$ cat src/design/fegd_pkg.sv
// shared constants and carrier types for the flash erase host controller
package fegd_pkg;
  // command bytes and unlock addresses of the flash command set
  localparam logic [7:0] CMD_UNLOCK1 = 8'haa;
  localparam logic [7:0] CMD_UNLOCK2 = 8'h55;
  localparam logic [7:0] CMD_ERASE_SETUP = 8'h80;
  localparam logic [7:0] CMD_SECTOR_ERASE = 8'h30;
  localparam logic [7:0] CMD_SUSPEND = 8'hb0;
  localparam logic [7:0] CMD_READ_RESET = 8'hf0;
  localparam logic [18:0] ADDR_UNLOCK1 = 19'h05555;
  localparam logic [18:0] ADDR_UNLOCK2 = 19'h02aaa;
  // status bit positions on the data bus
  localparam int POLL_BIT = 7;
  localparam int TOGGLE_BIT = 6;
  localparam int TIMER_BIT = 3;
  // sector select field of the address
  localparam int SECTOR_LSB = 16;
  localparam int SECTOR_W = 3;
  // bus cycle timing at 250 MHz (4 ns period)
  localparam int CLK_PERIOD_NS = 4;
  localparam int WRITE_PULSE_NS = 35;
  localparam int WRITE_PULSE_CYC = (WRITE_PULSE_NS + CLK_PERIOD_NS - 1) / CLK_PERIOD_NS;
  localparam int READ_ACCESS_NS = 55;
  localparam int READ_ACCESS_CYC = (READ_ACCESS_NS + CLK_PERIOD_NS - 1) / CLK_PERIOD_NS;
  localparam int CNT_W = 8;
  // user-side request kinds
  typedef enum logic [1:0] {
    OP_ERASE_FIRST,
    OP_ERASE_ADD,
    OP_SUSPEND,
    OP_PROTECT
  } fegd_op_t;
  // user request carrier
  typedef struct packed {
    fegd_op_t op;
    logic [SECTOR_W-1:0] sector;
  } fegd_req_t;
  // user result carrier
  typedef struct packed {
    logic accepted;
    logic timerBefore;
    logic timerAfter;
    logic [7:0] status;
  } fegd_rsp_t;
endpackage

$ cat src/design/fegd_host.sv
// host controller that drives the flash pins for sector erase and sector protect
module fegd_host
  import fegd_pkg::*;
(
  input wire logic clk,
  input wire logic rst,
  input wire logic clkEn,
  // user side
  input wire logic reqValid,
  input fegd_req_t req,
  output logic reqReady,
  output logic rspValid,
  output fegd_rsp_t rsp,
  // flash pins
  output logic [18:0] flashAddr,
  output logic chipSelN,
  output logic writeStrobeN,
  output logic outEnN,
  output logic [7:0] dataOut,
  output logic dataOe_n,
  input wire logic [7:0] dataIn,
  // high voltage drive requests for oe and the id select address line
  output logic hvOutEn,
  output logic hvIdSelect
);
  // controller states
  typedef enum logic [3:0] {
    ST_IDLE, ST_PRE_READ, ST_WRITE, ST_GAP, ST_POST_READ, ST_PROT, ST_DONE
  } fegd_state_t;

  fegd_state_t state_r, state_nxt; // sequencer state
  logic [CNT_W-1:0] cnt_r, cnt_nxt; // timing counter
  logic [2:0] step_r, step_nxt; // index into write sequence
  logic [2:0] last_r, last_nxt; // final step index of sequence
  fegd_req_t cur_r, cur_nxt; // request being served
  fegd_rsp_t rsp_r, rsp_nxt; // result being built
  logic [18:0] wAddr; // address of current write step
  logic [7:0] wData; // data of current write step
  logic [18:0] secAddr; // base address of chosen sector

  assign secAddr = {cur_r.sector, 16'h0000};

  // write sequence table: full six-cycle erase or single-cycle add/suspend
  always_comb begin
    wAddr = secAddr;
    wData = CMD_SECTOR_ERASE;
    if (cur_r.op == OP_SUSPEND) begin
      wData = CMD_SUSPEND;
    end else if (cur_r.op == OP_ERASE_FIRST) begin
      case (step_r)
        3'h0: begin wAddr = ADDR_UNLOCK1; wData = CMD_UNLOCK1; end
        3'h1: begin wAddr = ADDR_UNLOCK2; wData = CMD_UNLOCK2; end
        3'h2: begin wAddr = ADDR_UNLOCK1; wData = CMD_ERASE_SETUP; end
        3'h3: begin wAddr = ADDR_UNLOCK1; wData = CMD_UNLOCK1; end
        3'h4: begin wAddr = ADDR_UNLOCK2; wData = CMD_UNLOCK2; end
        default: begin wAddr = secAddr; wData = CMD_SECTOR_ERASE; end
      endcase
    end
  end

  // next-state logic
  always_comb begin
    state_nxt = state_r;
    cnt_nxt = cnt_r;
    step_nxt = step_r;
    last_nxt = last_r;
    cur_nxt = cur_r;
    rsp_nxt = rsp_r;
    case (state_r)
      ST_IDLE: begin
        if (reqValid) begin
          cur_nxt = req;
          cnt_nxt = '0;
          step_nxt = '0;
          last_nxt = (req.op == OP_ERASE_FIRST) ? 3'h5 : 3'h0;
          rsp_nxt = '0;
          // sample timer flag before an added sector
          if (req.op == OP_ERASE_ADD) begin
            state_nxt = ST_PRE_READ;
          end else if (req.op == OP_PROTECT) begin
            state_nxt = ST_PROT;
          end else begin
            state_nxt = ST_WRITE;
          end
        end
      end
      ST_PRE_READ: begin
        cnt_nxt = cnt_r + 1'b1;
        if (cnt_r == CNT_W'(READ_ACCESS_CYC)) begin
          rsp_nxt.timerBefore = dataIn[TIMER_BIT];
          cnt_nxt = '0;
          state_nxt = ST_WRITE;
        end
      end
      ST_WRITE: begin
        // strobe held low for the pulse width
        cnt_nxt = cnt_r + 1'b1;
        if (cnt_r == CNT_W'(WRITE_PULSE_CYC)) begin
          cnt_nxt = '0;
          state_nxt = ST_GAP;
        end
      end
      ST_GAP: begin
        cnt_nxt = cnt_r + 1'b1;
        if (cnt_r == CNT_W'(WRITE_PULSE_CYC)) begin
          cnt_nxt = '0;
          if (step_r == last_r) begin
            state_nxt = ST_POST_READ;
          end else begin
            step_nxt = step_r + 1'b1;
            state_nxt = ST_WRITE;
          end
        end
      end
      ST_POST_READ: begin
        // status read from the erased sector
        cnt_nxt = cnt_r + 1'b1;
        if (cnt_r == CNT_W'(READ_ACCESS_CYC)) begin
          rsp_nxt.status = dataIn;
          rsp_nxt.timerAfter = dataIn[TIMER_BIT];
          // high after the add means maybe refused
          rsp_nxt.accepted = !(cur_r.op == OP_ERASE_ADD && dataIn[TIMER_BIT]);
          state_nxt = ST_DONE;
        end
      end
      ST_PROT: begin
        cnt_nxt = cnt_r + 1'b1;
        if (cnt_r == CNT_W'(WRITE_PULSE_CYC)) begin
          rsp_nxt.accepted = 1'b1;
          state_nxt = ST_DONE;
        end
      end
      ST_DONE: begin
        state_nxt = ST_IDLE;
      end
      default: begin
        state_nxt = ST_IDLE;
      end
    endcase
  end

  // state registers
  always_ff @(posedge clk or posedge rst) begin
    if (rst) begin
      state_r <= ST_IDLE;
      cnt_r <= '0;
      step_r <= '0;
      last_r <= '0;
      cur_r <= '0;
      rsp_r <= '0;
    end else if (clkEn) begin
      state_r <= state_nxt;
      cnt_r <= cnt_nxt;
      step_r <= step_nxt;
      last_r <= last_nxt;
      cur_r <= cur_nxt;
      rsp_r <= rsp_nxt;
    end
  end

  logic wrPhase; // strobe low phase
  logic rdPhase; // read phase
  assign wrPhase = (state_r == ST_WRITE) || (state_r == ST_PROT);
  assign rdPhase = (state_r == ST_PRE_READ) || (state_r == ST_POST_READ);

  // pin drive registers
  always_ff @(posedge clk or posedge rst) begin
    if (rst) begin
      flashAddr <= '0;
      chipSelN <= 1'b1;
      writeStrobeN <= 1'b1;
      outEnN <= 1'b1;
      dataOut <= '0;
      dataOe_n <= 1'b1;
      hvOutEn <= 1'b0;
      hvIdSelect <= 1'b0;
    end else if (clkEn) begin
      flashAddr <= rdPhase ? secAddr : wAddr;
      // write only with oe high, select and strobe low
      chipSelN <= !(wrPhase || rdPhase || state_r == ST_GAP);
      writeStrobeN <= !wrPhase;
      outEnN <= !(rdPhase && state_r != ST_PROT);
      dataOut <= wData;
      dataOe_n <= !(state_r == ST_WRITE || state_r == ST_GAP);
      // high voltage on oe and id line during protect
      hvOutEn <= (state_r == ST_PROT);
      hvIdSelect <= (state_r == ST_PROT);
    end
  end

  assign reqReady = (state_r == ST_IDLE);
  assign rspValid = (state_r == ST_DONE);
  assign rsp = rsp_r;

  // strobe never low with oe low unless high voltage is on oe
  chk_write_oe_high: assert property (@(posedge clk) disable iff (rst)
    !writeStrobeN |-> outEnN || hvOutEn) else $error("write strobe with output enable low");
  // protect has id line high voltage on when the strobe falls with high voltage on oe
  chk_prot_hv: assert property (@(posedge clk) disable iff (rst)
    $fell(writeStrobeN) && hvOutEn |-> hvIdSelect) else $error("protect without id line high voltage");
  // protect pulse ends within bounded time
  chk_prot_end: assert property (@(posedge clk) disable iff (rst)
    (state_r == ST_PROT) && clkEn |-> ##[1:40] state_r != ST_PROT) else $error("protect pulse too long");
  // full erase sequence writes six steps
  chk_erase_len: assert property (@(posedge clk) disable iff (rst)
    state_r == ST_IDLE && reqValid && req.op == OP_ERASE_FIRST && clkEn |=> last_r == 3'h5)
    else $error("erase sequence length wrong");
endmodule

$ cat config.mk
export PLATFORM = sky130hd
export DESIGN_NAME = fegd_host
export DESIGN_NICKNAME = d
export VERILOG_FILES = /design/src/design/fegd_pkg.sv /design/src/design/fegd_host.sv
export SDC_FILE = /design/constraint.sdc
export NUM_CORES = 1
export LEC_CHECK = 0
export ABC_AREA = 1
export ABC_CLOCK_PERIOD_IN_PS = 1810
export BUFFER_PORTS_ARGS = -buffer_cell sky130_fd_sc_hd__buf_2
export CAP_MARGIN = 20
export CORE_MARGIN = 5
export CORE_UTILIZATION = 45
export DETAILED_ROUTE_END_ITERATION = 12
export HOLD_SLACK_MARGIN = 0.03
export PLACE_DENSITY = 0.77
export RECOVER_POWER = 25
export SLEW_MARGIN = 20
export SYNTH_ARGS = -nofsm -noshare
export SYNTH_HDL_FRONTEND = slang
export SYNTH_SLANG_ARGS = --single-unit
$ cat constraint.sdc
create_clock -name clk -period 1.81 [get_ports clk]
set_clock_uncertainty 0.05 [all_clocks]
set_input_delay 0.543 -clock clk [delete_from_list [all_inputs] [get_ports clk]]
set_output_delay 0.543 -clock clk [all_outputs]
set_load 0.005 [all_outputs]
Word-level counts from Yosys, hierarchy flattened
Index checks and enable logic that the tools add are counted.
{"block": "classes", "n_eq_ne": 25, "add_sub_neg": 2, "n_mux": 34, "n_reduce_logical": 33}
{"cell": "$mux 19", "count": 3}
{"cell": "$mux 8", "count": 5}
{"cell": "$pmux 19 s2", "count": 1}
{"cell": "$pmux 8 s4", "count": 1}
{"cell": "$mux 4", "count": 6}
{"cell": "$pmux 4 s6", "count": 1}
{"cell": "$pmux 8 s3", "count": 1}
{"cell": "$mux 3", "count": 7}
{"cell": "$pmux 9 s2", "count": 1}
{"cell": "$eq 8x4->1 const B", "count": 2}
{"cell": "$ne 2x2->1 const B", "count": 7}
{"cell": "$eq 4x3->1 const B", "count": 3}
{"cell": "$mux 11", "count": 1}
{"cell": "$reduce_and 5->1", "count": 2}
{"cell": "$mux 9", "count": 1}
{"cell": "$add 8x1->8 const B", "count": 1}
{"cell": "$eq 4x2->1 const B", "count": 2}
{"cell": "$reduce_and 4->1", "count": 2}
{"cell": "$reduce_or 2->1", "count": 4}
{"cell": "$reduce_and 7->1", "count": 1}
{"cell": "$eq 3x2->1 const B", "count": 2}
{"cell": "$pmux 3 s2", "count": 1}
{"cell": "$reduce_and 3->1", "count": 2}
{"cell": "$reduce_bool 2->1", "count": 3}
{"cell": "other kinds (20)", "count": 34}
{"block": "totals", "reg_bits": 66, "output_inout_bits": 46, "word_cells": 111}

Longest topological paths before layout
Gate-level depths: netlist of run 1.
{"block": "logic_depth", "ltp_word": 6, "depth_mapped": 9}

Worst setup path before layout of run 1
No wires, ideal clock.
{"block": "synth_path", "path_type": "register to register", "from": "register cnt_r[0]", "to": "register rsp_r (netlist bit rsp[0])", "arrival_ps": 1366, "path_buffers": 0, "setup_ps": 120, "path_stages_with_launch": 9, "slack_ps": 273, "cell_sequence": "dfrtp_1 -> inv_1 -> ha_1 -> nand3_1 -> nor2_2 -> nor2_2 -> nor2_8 -> nand3_1 -> nand2_1"}
{"block": "synth_between", "elab_chain_cells": 3}
{"item": "from (decl)", "line_no": "fegd_host.sv:32", "text": "logic [CNT_W-1:0] cnt_r, cnt_nxt;"}
{"item": "from (signal assigned)", "line_no": "fegd_host.sv:153", "text": "cnt_r <= cnt_nxt;"}
{"item": "$eq 8x4->1", "line_no": "fegd_host.sv:118", "text": "if (cnt_r == CNT_W'(READ_ACCESS_CYC)) begin"}
{"item": "$ne 2x2->1 (no source line)"}
{"item": "$reduce_and 4->1 (no source line)"}
{"item": "to (signal assigned)", "line_no": "fegd_host.sv:157", "text": "rsp_r <= rsp_nxt;"}
{"item": "to (decl)", "line_no": "fegd_host.sv:36", "text": "fegd_rsp_t rsp_r, rsp_nxt;"}
No other way between the ends.
A chain may end at the register's enable or synchronous reset.

Worst setup path after layout of run 1
{"block": "layout_path", "from": "register state_r[0]", "to": "output port reqReady"}
{"block": "layout_between", "elab_chain_cells": 1}
{"item": "from (decl)", "line_no": "fegd_host.sv:31", "text": "fegd_state_t state_r, state_nxt;"}
{"item": "from (signal assigned)", "line_no": "fegd_host.sv:152", "text": "state_r <= state_nxt;"}
{"item": "$logic_not 4->1", "line_no": "fegd_host.sv:191", "text": "assign reqReady = (state_r == ST_IDLE);"}
{"item": "to (decl)", "line_no": "fegd_host.sv:11", "text": "output logic reqReady,"}
No other way between the ends.

==> flow_summary.yaml, run 1 <==
clock_tree:
  cts-root-buf: "clkbuf_8"
  cts_num_sinks: 45
  cts_made_buffers: 5
  cts_tree: "done"
  h-tree-depth: 2
  insertion_delay_ns: 0.31
  clockBufferDepth: 2
  clk_pin_slew_ns: 0.09
yosys:
  async_flop_share_pct: 100
  synth_area_leaders: "dfrtp_1, nand2_1, nand3_1, buf_4, o21ai_0"
  yosysMostFrequentCell: "nand2_1"
  synth_area_um2: 2680
  synth-main-ff-cell: "dfrtp_1"
  synth_edf_count: 0
  netlist_instances: 349
  synthTopCellsByCount: "nand2_1, dfrtp_1, nand3_1"
  ys_ff_latch: 45
  ys_types: 30
  yosysWarnings: 0
  syn_area_per_cell_um2: 7.69
  synth_nets: 374
  synth_top_area_cell: "dfrtp_1"
  yosysSeqAreaShare_pct: 42.2
  synth_top_area_share_pct: 38.2
sta:
  fmax_mhz: 574
  setup_viol: 0
  tightest_slew_ns: 1.10
  finalCritPeriodShare_pct: 96.3
  timing.hold.ws_ns: 0.379
  final_max_slew_viol_count: 0
  finalHoldViolations: 0
  fin_crit_ns: 1.74
  slew_headroom_pct: 26.5
  tns_ns: 0
  grt_setup_unrepaired: "false"
setup_path:
  worst_setup_path_start_kind: "flip-flop"
  worst-endpoint-arrival_ns: 1.15
  crit_required_ns: 1.22
  path_max_fanout: 6
  endpoint_kind: "output port"
  worstPathCellList: "nor2_4, nand2_4, inv_2, buf_2"
  crit_type: "reg2out"
  slowest_delay_ns: 0.42
  slowest_stage: "dfrtp_1"
  regToRegSetupSlack_ns: 0.15
place:
  place_area_um2: 2980
  routabilityCongestion: 0.841
  io_buffers: 61
  dp_hpwl_um: 4680
global_route:
  globalRoute.totalOverflow: 0
  grt_pass1_wl_um: 10200
  grt_max_degree: 46
  globalRouteTotalUtil_pct: 16.7
  antenna_found_initial: 0
  grt_pass1_vias: 2268
power:
  ir_worst_vdd_v: 0.000539
  p_total_w: 0.00432
  p_leak_nw: 1.71
  powerDensity_nw_per_um2: 1390
detailed_routing:
  first_iter_violations: 160
  wl_per_cell_um: 12.7
  dr.pass1.iters: 4
  postRouteAntennaNets: 0
  routed_via_density: 4.97
  vias: 2399
  drcViolationCount: 0
  drt_wl_total_um: 6130
floorplan:
  start_util_pct: 45.9
  ioPinCount: 63
  die-area_um2: 7610
  fp-row-count: 28
  die_h_um: 87.2
  die_w_um: 87.2
  core_um2: 5850
status:
  status: "finished clean"
cells_and_area:
  antenna_cells: 0
  final.fill_count: 545
  final_nets: 432
  drive_above_1_share_pct: 29.4
  design_area_um2: 3120
  area_growth_syn_to_layout_pct: 16.2
  multiInputGateArea_um2: 1280
  regArea_um2: 1140
hold_path:
  hold_class: "in2reg"
flow_run:
  maxCapViolations: 0
==> per-stage QoR <==
stage | std cells | worst slack, ns | util (%)
after floorplan | 349 | 0.164 | -
final | 483 | 0.0674 | 53.3
after CTS | 481 | 0.0143 | 53.0
after detailed placement | 470 | 0.0331 | 51.0
after global placement | 470 | 0.158 | 51.0
after global routing | 483 | 0.0106 | 53.3
==> repair_timing <==
action | 4_1_cts | 5_1_grt
hold buffers | 0 | 0
resized for setup | 2 | 7
pin swaps | 1 | 3
endpoints found under the hold margin | 0 | 0
endpoints found under the setup margin | 2 | 16
setup buffers | 3 | 2
==> cell type report <==
cell class	count	share of cell area [%]
Clock buffer	5	2.21
Clock inverter	3	0.682
Inverter	34	4.09
Multi-Input combinational cell	249	41.2
Sequential cell	45	36.5
Tap cell	75	3.01
Timing Repair Buffer	72	12.4
==> kinds of logic (layout without fill, tap and decap cells) <==
group	count (synthesis)	after routing	synth area share (%)
adder cells (fa/ha/maj)	8	8	3.73
other	1	1	0.140
buffers and inverters	55	114	10.5
AND/OR/NAND/NOR	192	192	33.2
AO/OA/AOI/OAI	47	47	9.93
XOR/XNOR	1	1	0.327
flip-flops	45	45	42.2
==> worst paths after layout <==
| kind | depth (start not counted) | endpoint | from |
|---|---|---|---|
| min | 3 | cur_r[0] | req[0] |
| max reg2reg | 7 | flashAddr[18] | step_r[0] |
| min in group asynchronous | 3 | rsp[10] | rst |
| max | 4 | reqReady | state_r[0] |
| max in group asynchronous | 3 | cnt_r[0] | rst |
| min reg2reg | 2 | dataOe_n | dataOe_n |
==> power by group <==
group / switching (W) / internal, W / total, W
Sequential: 0.000275 / 0.00136 / 0.00164
Combinational: 0.00124 / 0.000800 / 0.00204
Clock: 0.000366 / 0.000274 / 0.000641
==> flip-flops by register name, indices dropped and copies added (netlist names) <==
name	cells
last_r	1
cur_r	5
outEnN	1
cnt_r	8
step_r	3
flashAddr	5
dataOut	5
dataOe_n	1
rsp	10
hvIdSelect	1
chipSelN	1
writeStrobeN	1
state_r	3
==> worst max-delay path, delay by kind of cell (launching register included) <==
kind	cells	cell delay [ns]
buffers and inverters	2	0.18
AND/OR/NAND/NOR	2	0.24
flip-flops	1	0.42
==> layout by cell type (no fill, tap or decap), types with 5 or more instances in the layout <==
cell / synthesis / final
ha_1: 8 / 8
buf_2: 1 / 61
inv_1: 27 / 25
inv_2: 7 / 8
dfrtp_1: 41 / 37
clkbuf_8: 0 / 5
o21ai_0: 29 / 28
buf_4: 20 / 10
nor2_2: 7 / 5
nand3_1: 37 / 36
nand2_1: 107 / 107
nor2_1: 24 / 24
==> per-layer routing <==
metal / vias to the layer above / part of all wire (%) / GRT usage [%]
met5: - / 0 / 0
met4: 0 / 1.5 / 6.14
met3: 6 / 9.2 / 3.41
met2: 82 / 47 / 28.2
met1: 1092 / 42 / 21.2
li1: 1219 / - / -
Power figures use the tool's default switching activity.
==> run 2: changes to the inputs <==
- CORE_UTILIZATION: 45 -> 54
- PLACE_DENSITY: 0.77 -> 0.88
- SLEW_MARGIN: 20 -> default
==> run 2 against run 1 <==
Net effect:
- non-clock buffer count did not move
- maximum frequency down 1.1%
- first-iteration DRC count rose by 39%
- sequential power about the same
==> flow_summary.yaml, run 2 (synthesis gave the netlist of run 1 again) <==
hold_path:
  whs_endpoint: "cur_r[2]"
  worstHoldStart: "req[2]"
  hold_class: "in2reg"
  holdPathStages: 3
cells_and_area:
  design_area_um2: 3140
  layout_common_cells: "nand2_1, buf_2, dfrtp_1"
  antenna_cells: 0
  final_nets: 432
  area_growth_syn_to_layout_pct: 17.2
  largest_reg_flops: 10
  drive_above_1_share_pct: 29.9
  final.fill_count: 403
  final_common_cell: "nand2_1"
setup_path:
  worstPathCellList: "nor2_4, nand2_4, inv_2, buf_2"
  reg2regPathDepth: 9
  endpoint_kind: "output port"
  worst_setup_path_start_kind: "flip-flop"
  reg2reg_from: "cnt_r[1]"
  reg2reg_to: "cnt_r[1]"
  path_max_fanout: 6
  crit_required_ns: 1.22
  slowest_delay_ns: 0.44
  slowest_stage: "dfrtp_2"
  regToRegSetupSlack_ns: 0.07
  crit_type: "reg2out"
  worst-endpoint-arrival_ns: 1.17
sta:
  setup_viol: 0
  fin_crit_ns: 1.76
  finalCritPeriodShare_pct: 97.4
  final_max_slew_viol_count: 0
  fmax_mhz: 567
  slew_headroom_pct: 25.9
  tightest_slew_ns: 1.11
  timing.hold.ws_ns: 0.408
  finalHoldViolations: 0
flow_run:
  maxCapViolations: 0
detailed_routing:
  wl_met3_um: 536
  drt_wl_total_um: 6670
  vias: 2533
  highest_layer: "met4"
  wl_met1_um: 2770
  first_iter_violations: 223
  wl_per_cell_um: 14.0
  dr_wl_met2_um: 3200
  drcViolationCount: 0
  dr.pass1.iters: 7
  routed_via_density: 5.33
  postRouteAntennaNets: 0
power:
  p_leak_nw: 1.72
  ir_worst_vdd_v: 0.000630
  powerDensity_nw_per_um2: 1450
global_route:
  antenna_found_initial: 0
  globalRouteTotalUtil_pct: 21.2
  grt_pass1_wl_um: 10700
  grt_max_degree: 46
  grt_pass1_vias: 2360
  globalRoute.totalOverflow: 0
place:
  io_buffers: 61
  place_area_um2: 2960
  routabilityCongestion: 0.868
  dp_hpwl_um: 4740
clock_tree:
  insertion_delay_ns: 0.30
  cts_tree: "done"
  clk_pin_slew_ns: 0.09
  cts-root-buf: "clkbuf_8"
  cts_num_sinks: 45
  h-tree-depth: 2
  cts_made_buffers: 5
  clockBufferDepth: 2
floorplan:
  die_h_um: 80.5
  die_w_um: 80.5
  start_util_pct: 56.1
  core_um2: 4790
  die-area_um2: 6480
  ioPinCount: 63
  fp-row-count: 25
status:
  status: "finished clean"
-- run 2: cell count changes in the layout (fill, tap and decap cells not counted), sizes merged --
cell / previous run / this run
clkinv: 2 / 0
bufinv: 0 / 1
clkbuf: 6 / 7
-- run 2: layout make-up --
cell class	instances	area (um^2)	share of cell area, %
timing repair buffer	72	385	12.3
clock buffer	6	82.6	2.63
sequential	45	1140	36.1
inverter	34	128	4.06
clock inverter	2	37.5	1.19
multi-input combinational	249	1290	41.0
tap	67	83.8	2.67
-- run 2: per-layer routing --
layer | GRT usage (%) | vias up
met5 | 0 | -
met4 | 6.76 | 0
met3 | 5.27 | 22
met2 | 36.1 | 132
met1 | 26.3 | 1161
li1 | - | 1218
-- run 2: how the worst max path moves through the flow --
stage / from / to / slack, ns
2_1_floorplan: rst / cnt_r[0] / 0.16
3_3_place_gp: cnt_r[0] / rsp[0] / 0.17
3_5_place_dp: step_r[0] / flashAddr[16] / 0.09
4_1_cts: state_r[2] / rspValid / 0.001
5_1_grt: cnt_r[1] / cnt_r[3] / -0.01
6_report: state_r[0] / reqReady / 0.05
-- run 2: where the power goes --
part,switching (W),internal (W),total (W)
Sequential,0.000291,0.00136,0.00166
Combinational,0.00130,0.000805,0.00211
Clock,0.000355,0.000449,0.000804
-- run 2: repair_timing --
action                     in CTS  in global routing
setup endpoints to repair       2                 15
hold buffers                    0                  0
pin swaps                       1                  3
resized for setup               3                  8
setup buffers                   5                  2
-- run 2: metrics by stage --
step,worst slack [ns],setup TNS [ns],util [%],power (W),instances
floorplan,0.164,0,-,0.00302,349
global placement,0.174,0,61.8,0.00348,460
detailed placement,0.0898,0,61.8,0.00357,460
CTS,0.00110,0,65.2,0.00448,473
global route,-0.0106,-0.0230,65.7,0.00493,475
finish,0.0477,0,65.7,0.00457,475
-- run 2: worst max-delay path, delay by kind of cell, from the launching register on --
kind	cells	cell delay, ns
flops	1	0.44
simple gates	2	0.24
buf+inv	2	0.19
